===== src/verilog/adcc_cfg.svh =====
// register offsets, field positions, reset values and timing counts
`ifndef ADCC_CFG_SVH
`define ADCC_CFG_SVH
`define ADCC_OFF_RES_HIGH 12'h000
`define ADCC_OFF_RES_LOW 12'h004
`define ADCC_OFF_CTRL0 12'h008
`define ADCC_OFF_PORT_CFG 12'h00c
`define ADCC_OFF_TIMING_CFG 12'h010
`define ADCC_OFF_IRQ_STATUS 12'h014
`define ADCC_OFF_IRQ_MASK 12'h018
`define ADCC_CTRL0_RESET 8'h00
`define ADCC_PORT_CFG_RESET 8'h00
`define ADCC_TIMING_CFG_RESET 8'h00
`define ADCC_BIT_ENABLE 0
`define ADCC_BIT_GO 1
`define ADCC_CHS_LSB 2
`define ADCC_CHS_MSB 5
`define ADCC_TIMING_JUSTIFY 7
`define ADCC_TIMING_ACQ_MSB 5
`define ADCC_TIMING_ACQ_LSB 3
`define ADCC_TIMING_CLK_MSB 2
`define ADCC_TIMING_CLK_LSB 0
`define ADCC_CHAN_LAST 4'ha
`define ADCC_SMALL_GAP_LO 4'h5
`define ADCC_SMALL_GAP_HI 4'h7
`define ADCC_FULL_SCALE 10'h3ff
`define ADCC_CONV_BITS 5'd11
`endif


===== src/verilog/adcc_pkg.sv =====
// types of the converter control block
package adcc_pkg;
   typedef enum logic [1:0] {
      ADCC_IDLE = 2'b00,
      ADCC_ACQ = 2'b01,
      ADCC_CONV = 2'b10
   } adcc_state_t;
   typedef struct packed {
      logic [3:0] channel;
      logic start;
   } adcc_req_t;
endpackage : adcc_pkg


===== src/verilog/adcc_top.sv =====
// converter control, channel select and register bank
`timescale 1ns/1ns
`default_nettype none
`include "adcc_cfg.svh"

module adcc_top
   import adcc_pkg::*;
#(
   parameter bit LARGE_VARIANT = 1'b1
) (
   // clock and reset
   input wire logic clock,
   input wire logic rst_n,
   // apb slave
   input wire logic psel,
   input wire logic penable,
   input wire logic pwrite,
   input wire logic [11:0] paddr,
   input wire logic [31:0] pwdata,
   output logic [31:0] prdata,
   output logic pready,
   output logic pslverr,
   // converter core
   output logic [10:0] channel_onehot,
   output logic [10:0] pin_analog,
   output logic converter_power,
   input wire logic comparator_high,
   // interrupt
   output logic irq
);

   // ------------------------------------------------------------
   // register bank
   // ------------------------------------------------------------
   logic [7:0] converter_control_0;
   logic [7:0] converter_port_config;
   logic [7:0] converter_timing_config;
   logic [9:0] result;
   logic conversion_complete_flag;
   logic irq_mask;
   logic done_pulse;
   adcc_state_t state;
   adcc_state_t next_state;
   adcc_req_t req;
   logic [4:0] bit_count;
   logic [9:0] sar;
   logic [3:0] tick_count;
   logic tick;
   logic [3:0] acq_count;

   function automatic logic chan_valid(input logic [3:0] c);
      if (c > `ADCC_CHAN_LAST) begin
         chan_valid = 1'b0;
      end else if (!LARGE_VARIANT && c >= `ADCC_SMALL_GAP_LO &&
                   c <= `ADCC_SMALL_GAP_HI) begin
         chan_valid = 1'b0;
      end else begin
         chan_valid = 1'b1;
      end
   endfunction : chan_valid

   wire logic wr = psel && penable && pwrite;
   wire logic mapped = paddr == `ADCC_OFF_RES_HIGH ||
      paddr == `ADCC_OFF_RES_LOW || paddr == `ADCC_OFF_CTRL0 ||
      paddr == `ADCC_OFF_PORT_CFG || paddr == `ADCC_OFF_TIMING_CFG ||
      paddr == `ADCC_OFF_IRQ_STATUS || paddr == `ADCC_OFF_IRQ_MASK;
   // one write strobe per writable register
   wire logic wr_ctrl0 = wr && paddr == `ADCC_OFF_CTRL0;
   wire logic wr_port_cfg = wr && paddr == `ADCC_OFF_PORT_CFG;
   wire logic wr_timing_cfg = wr && paddr == `ADCC_OFF_TIMING_CFG;
   wire logic wr_irq_status = wr && paddr == `ADCC_OFF_IRQ_STATUS;
   wire logic wr_irq_mask = wr && paddr == `ADCC_OFF_IRQ_MASK;

   assign pready = 1'b1;
   assign pslverr = psel && penable && !mapped;
   assign req.channel = converter_control_0[`ADCC_CHS_MSB:`ADCC_CHS_LSB];
   assign req.start = wr_ctrl0 &&
      pwdata[`ADCC_BIT_GO] && pwdata[`ADCC_BIT_ENABLE] &&
      state == ADCC_IDLE;

   // control 0: go cleared by hardware on completion
   always_ff @(posedge clock or negedge rst_n) begin
      if (!rst_n) begin
         converter_control_0 <= `ADCC_CTRL0_RESET;
      end else if (wr_ctrl0) begin
         // a completion in the same cycle still clears go
         converter_control_0 <= {2'b00, pwdata[5:2],
            req.start || (converter_control_0[`ADCC_BIT_GO] &&
            pwdata[`ADCC_BIT_ENABLE] && !done_pulse),
            pwdata[`ADCC_BIT_ENABLE]};
      end else if (done_pulse || !converter_control_0[`ADCC_BIT_ENABLE]) begin
         converter_control_0[`ADCC_BIT_GO] <= 1'b0;
      end
   end

   // pin modes
   always_ff @(posedge clock or negedge rst_n) begin
      if (!rst_n) begin
         converter_port_config <= `ADCC_PORT_CFG_RESET;
      end else if (wr_port_cfg) begin
         converter_port_config <= pwdata[7:0];
      end
   end

   always_ff @(posedge clock or negedge rst_n) begin
      if (!rst_n) begin
         converter_timing_config <= `ADCC_TIMING_CFG_RESET;
      end else if (wr_timing_cfg) begin
         converter_timing_config <= pwdata[7:0];
      end
   end

   // interrupt mask, one bit like the status word
   always_ff @(posedge clock or negedge rst_n) begin
      if (!rst_n) begin
         irq_mask <= 1'b0;
      end else if (wr_irq_mask) begin
         irq_mask <= pwdata[0];
      end
   end

   // completion flag: set wins over write-one-to-clear
   always_ff @(posedge clock or negedge rst_n) begin
      if (!rst_n) begin
         conversion_complete_flag <= 1'b0;
      end else if (done_pulse) begin
         conversion_complete_flag <= 1'b1;
      end else if (wr_irq_status && pwdata[0]) begin
         conversion_complete_flag <= 1'b0;
      end
   end

   assign irq = conversion_complete_flag && irq_mask;

   // ------------------------------------------------------------
   // conversion clock divider and acquisition
   // ------------------------------------------------------------
   wire logic [2:0] clk_sel = converter_timing_config[`ADCC_TIMING_CLK_MSB:
      `ADCC_TIMING_CLK_LSB];
   wire logic [2:0] acq_sel = converter_timing_config[`ADCC_TIMING_ACQ_MSB:
      `ADCC_TIMING_ACQ_LSB];

   always_ff @(posedge clock or negedge rst_n) begin
      if (!rst_n) begin
         tick_count <= 4'h0;
      end else if (state == ADCC_IDLE || tick) begin
         tick_count <= 4'h0;
      end else begin
         tick_count <= tick_count + 4'h1;
      end
   end
   // conversion clock period is 2^clk_sel[1:0] cycles; clk_sel bit 2 is not used
   assign tick = tick_count >= ((4'h1 << clk_sel[1:0]) - 4'h1);

   // ------------------------------------------------------------
   // successive approximation sequencer
   // ------------------------------------------------------------
   wire logic enabled = converter_control_0[`ADCC_BIT_ENABLE];
   wire logic acq_done = state == ADCC_ACQ && tick && acq_count == 4'h0;
   wire logic conv_last = state == ADCC_CONV && tick && bit_count == 5'd1 &&
      enabled;

   // dropping enable ends any conversion without a result
   always_comb begin
      next_state = state;
      case (state)
         ADCC_IDLE: begin
            if (req.start) begin
               next_state = ADCC_ACQ;
            end
         end
         ADCC_ACQ: begin
            if (!enabled) begin
               next_state = ADCC_IDLE;
            end else if (acq_done) begin
               next_state = ADCC_CONV;
            end
         end
         ADCC_CONV: begin
            if (!enabled || conv_last) begin
               next_state = ADCC_IDLE;
            end
         end
         default: begin
            next_state = ADCC_IDLE;
         end
      endcase
   end

   always_ff @(posedge clock or negedge rst_n) begin
      if (!rst_n) begin
         state <= ADCC_IDLE;
      end else begin
         state <= next_state;
      end
   end

   // acquisition ticks left before the first decision
   always_ff @(posedge clock or negedge rst_n) begin
      if (!rst_n) begin
         acq_count <= 4'h0;
      end else if (req.start) begin
         acq_count <= {1'b0, acq_sel};
      end else if (state == ADCC_ACQ && tick && acq_count != 4'h0) begin
         acq_count <= acq_count - 4'h1;
      end
   end

   // eleven ticks: one settle, then ten decisions
   always_ff @(posedge clock or negedge rst_n) begin
      if (!rst_n) begin
         bit_count <= 5'd0;
      end else if (acq_done) begin
         bit_count <= `ADCC_CONV_BITS;
      end else if (state == ADCC_CONV && tick) begin
         bit_count <= bit_count - 5'd1;
      end
   end

   // one comparator decision per tick, msb first
   always_ff @(posedge clock or negedge rst_n) begin
      if (!rst_n) begin
         sar <= 10'h000;
      end else if (req.start) begin
         sar <= 10'h000;
      end else if (state == ADCC_CONV && tick && bit_count <= 5'd10) begin
         sar[bit_count[3:0] - 4'h1] <= comparator_high;
      end
   end

   // the last decision goes straight into the result
   always_ff @(posedge clock or negedge rst_n) begin
      if (!rst_n) begin
         result <= 10'h000;
      end else if (conv_last) begin
         result <= chan_valid(req.channel) ?
            {sar[9:1], comparator_high} : `ADCC_FULL_SCALE;
      end
   end

   always_ff @(posedge clock or negedge rst_n) begin
      if (!rst_n) begin
         done_pulse <= 1'b0;
      end else begin
         done_pulse <= conv_last;
      end
   end

   always_comb begin
      channel_onehot = 11'h000;
      if (chan_valid(req.channel) && state != ADCC_IDLE && enabled) begin
         channel_onehot[req.channel] = 1'b1;
      end
   end
   // upper three pins have no config bit and stay analog
   assign pin_analog = ~{3'b000, converter_port_config} & 11'h7ff;
   assign converter_power = converter_control_0[`ADCC_BIT_ENABLE];

   // ------------------------------------------------------------
   // read mux
   // ------------------------------------------------------------
   wire logic just = converter_timing_config[`ADCC_TIMING_JUSTIFY];
   wire logic [15:0] aligned = just ? {6'h00, result} : {result, 6'h00};

   always_ff @(posedge clock or negedge rst_n) begin
      if (!rst_n) begin
         prdata <= 32'h0000_0000;
      end else if (psel && !penable && !pwrite) begin
         if (paddr == `ADCC_OFF_RES_HIGH) begin
            prdata <= {24'h0, aligned[15:8]};
         end else if (paddr == `ADCC_OFF_RES_LOW) begin
            prdata <= {24'h0, aligned[7:0]};
         end else if (paddr == `ADCC_OFF_CTRL0) begin
            prdata <= {24'h0, converter_control_0};
         end else if (paddr == `ADCC_OFF_PORT_CFG) begin
            prdata <= {24'h0, converter_port_config};
         end else if (paddr == `ADCC_OFF_TIMING_CFG) begin
            prdata <= {24'h0, converter_timing_config};
         end else if (paddr == `ADCC_OFF_IRQ_STATUS) begin
            prdata <= {31'h0, conversion_complete_flag};
         end else if (paddr == `ADCC_OFF_IRQ_MASK) begin
            prdata <= {31'h0, irq_mask};
         end else begin
            prdata <= 32'h0000_0000;
         end
      end
   end

endmodule : adcc_top
`default_nettype wire


===== config.mk =====
export PLATFORM = sky130hd
export DESIGN_NAME = adcc_top
export DESIGN_NICKNAME = d
export VERILOG_FILES = /design/src/verilog/adcc_pkg.sv /design/src/verilog/adcc_top.sv
export VERILOG_INCLUDE_DIRS = /design/src /design/src/verilog
export SDC_FILE = /design/constraint.sdc
export NUM_CORES = 1
export LEC_CHECK = 0
export ABC_AREA = 0
export BUFFER_PORTS_ARGS = -buffer_cell sky130_fd_sc_hd__buf_4
export CAP_MARGIN = 40
export CORE_ASPECT_RATIO = 1.2
export CORE_MARGIN = 2
export CORE_UTILIZATION = 55
export CTS_CLUSTER_SIZE = 10
export DETAILED_ROUTE_END_ITERATION = 16
export MAX_ROUTING_LAYER = met4
export PLACE_DENSITY = 0.87
export SETUP_SLACK_MARGIN = 0.4
export SLEW_MARGIN = 20
export SYNTH_ARGS = -nofsm -noshare
export SYNTH_HDL_FRONTEND = slang
export SYNTH_SLANG_ARGS = --single-unit

===== constraint.sdc =====
create_clock -name clock -period 6.65 [get_ports clock]
set_input_delay 0.665 -clock clock [delete_from_list [all_inputs] [get_ports clock]]
set_output_delay 0.665 -clock clock [all_outputs]
set_load 0.05 [all_outputs]

==> summary.txt <==
Logic synthesis
  – Async SR Flop Fraction: 100.0%
  – Post-synth cell types: 61
  – Synth area leaders: dfrtp_1 (41%), mux2_2 (6.4%), buf_4 (5.2%)
  – Top FF cell, synth: dfrtp_1
  – Syn_area_per_cell: 9.543 µm²
  – Register bit total from synthesis: 67
  – Mapped cell area: 4065 µm²
  – Synth top area share: 41.24%
  – Area leader, netlist: dfrtp_1
  – Yosys warning total: 0
  – Seq/Total Area, Yosys: 41.24%
  – Mapped Cells: 426
  – EDFF count, synth: 0

STA
  – Hold WS: 0.1277 ns
  – Final Max Slew Viols: 0
  – Max Clk Rate: 342.2 MHz
  – Relative slew slack: 52.69%
  – Slack of the critical path: 3.728 ns
  – Min Tclk post-route: 2.922 ns
  – Fin. Hold Viols: 0
  – Worst Skew: 0.005258 ns
  – RSZ-0062 raised after global routing: no
  – Crit share post-route: 43.94%
  – Final setup violation count: 0
  – Setup TNS: 0 ns
  – Slew of the pin with the lowest slew margin: 0.7078 ns

Outcome
  – Status: complete, no violations

Setup path
  – Worst setup EP type: output pin
  – Critical path fanouts, max: 6
  – Crit-path most repeated cell: buf_4
  – Critical Path Source: paddr[9]
  – Critical path, cell by cell: buf_4 -> or4_1 -> nor4_1 -> a21oi_1 -> buf_4
  – RR Startpoint: converter_timing_config[1]
  – Critical path launch point type: primary input
  – Slowest stage delay, CP: 0.72 ns
  – Data required time of the critical path: 5.98 ns
  – CP Class: in2out
  – Slowest CP cell: or4_1
  – Crit path DAT: 2.26 ns

Global route
  – Largest net degree at the start of global routing: 68
  – All-Layer GR Usage: 23.85%
  – Number of global-route vias before repair: 3060
  – Initial antenna violation count: 0
  – First-pass GRT wire length: 14350 µm
  – Total grt overflow: 0

Placement
  – Pre-CTS setup slack: 3.748 ns
  – Port bufs: 55
  – Placer Congestion: 0.9101
  – HPWL after DPL: 6560 µm

Clock tree
  – Clock Sinks: 67
  – Root buf cell: clkbuf_8
  – Clock Path Buffers: 2
  – PostCTS Resize Cnt: 0
  – Postcts setup bufs: 0
  – H-tree depth: 3
  – CTS Buf Count: 9
  – CTS tree: yes
  – Clock-pin slew on the worst setup and hold paths: 0.07 ns
  – Post-cts hold buffer count: 0
  – Worst skew pair latency: 0.35 ns

Detailed routing
  – Drt first pass iters: 5
  – DR iter-0 viols: 207
  – Via/cell ratio: 5.633
  – Vias: 3194
  – Post-Route WL: 8868 µm
  – Routed len/inst: 15.64 µm
  – Drt drc: 0
  – Detail Route Antenna Nets: 0

Final layout
  – Nets: 535
  – Post-synthesis to final-layout area growth: 13.23%
  – Register area: 1677 µm²
  – Fill cells: 572
  – Fraction of layout cells with a size suffix above 1: 23.27%
  – Multi-input logic area: 2112 µm²
  – Ant diodes: 0
  – Post-Route Utilization: 64.03%

Die
  – Num rows: 34
  – Die area: 8097 µm²
  – Chip Width: 82.48 µm
  – Core area: 7189 µm²
  – Chip height: 98.18 µm
  – Effective utilization at floorplan: 56.54%
  – Top Ports: 108

Power
  – Switch share: 27.89%
  – Pwr dens: 181.7 nW/µm²
  – Tot Pwr: 836.6 µW
  – Internal power: 603.2 µW
  – Comb power frac: 11.9%
  – P_sw: 233.4 µW
  – Leakage: 2.270 nW
  – Reg power frac: 49.3%
  – IR Drop Worst-Case VDD: 0.1441 mV
  – Clock power share: 38.8%

Min path
  – Hold crit path type: in2async

Flow run
  – Max-cap violations: 0
-- synth_stat cells (all sizes together), types with 4 or more instances --
cell type,count
o21ai,30
and3,4
a22o,6
inv,21
nor3,9
nor2,29
or3,5
ha,12
a222oi,4
nand3,10
nand2b,15
buf,38
clkbuf,9
nor4b,4
nand4,7
mux2,27
nor2b,5
nand2,49
or4,5
nor4,8
a21oi,9
mux2i,13
xnor2,5
dfrtp,67
-- sequential cells by signal, summed over array words and instances (netlist names) --
name / count
state: 2
conversion_complete_flag: 1
result: 10
done_pulse: 1
tick_count: 4
sar: 9
bit_count: 5
irq_mask: 1
converter_port_config: 8
converter_timing_config: 8
acq_count: 4
prdata: 8
converter_control_0: 6
-- placed cells by master, fill, tap and decap left out, types with 10 or more instances in the layout --
master,netlist,final
nand3_1,10,10
nor2_1,28,28
ha_1,12,12
buf_4,28,55
dfrtp_1,67,67
nand2b_1,15,15
conb_1,2,29
o21ai_0,24,24
inv_1,21,21
mux2i_1,13,13
nand2_1,48,48
mux2_2,23,23
-- through the flow --
step                      cells  cell area [µm²]
final                       567             4603
after CTS                   566             4576
after global routing        567             4603
after global placement      551             4393
after detailed placement    551             4393
after floorplan             453             4167
-- worst paths after layout --
kind,endpoint,slack (ns),depth (start not counted)
worst max register to register,result[7],3.92,7
min in group clock,conversion_complete_flag,0.44,2
worst min register to register,conversion_complete_flag,0.44,2
max in group asynchronous,converter_timing_config[3],6.02,2
worst max-delay path,pslverr,3.73,5
worst min-delay path,bit_count[3],0.13,1
-- power by group through the flow --
stage	clock [mW]	sequential, mW	combinational (mW)
after floorplan	0	0.430	0.0673
after global placement	0	0.420	0.0958
after detailed placement	0	0.420	0.0971
after CTS	0.332	0.412	0.0972
after global routing	0.348	0.412	0.106
final	0.325	0.412	0.0992
-- routing by layer --
| layer | global-route usage (%) | vias to the layer above | part of all wire [%] |
|---|---|---|---|
| met5 | - | - | 0 |
| met4 | 11.28 | 0 | 2.8 |
| met3 | 5.545 | 21 | 5.0 |
| met2 | 37.28 | 97 | 50 |
| met1 | 28.69 | 1547 | 42 |
| li1 | - | 1529 | - |
-- layout make-up --
cell class	count	share of cell area (%)
multi-input cells	318	45.88
clock inverters	5	1.196
flip-flops and latches	67	36.42
repair buffers	56	9.568
inverters	21	1.712
well taps	90	2.446
clock buffers	10	2.772
-- critical path, delay by kind of cell --
kind            cells  cell delay, ns
compound gates      1            0.11
buf+inv             2            0.32
simple gates        2            1.15
-- cell families (layout without fill, tap and decap cells) --
kind of cell	after synthesis	after routing	synth area share, %
flops	67	67	41.24
other cells	2	29	0.1847
xor+xnor	7	7	1.508
buf+inv	68	92	9.295
mux	40	40	10.77
fa+ha+maj	12	12	3.693
simple gates	164	164	22.99
compound gates	66	66	10.31
(Power assumes the default switching activity.)
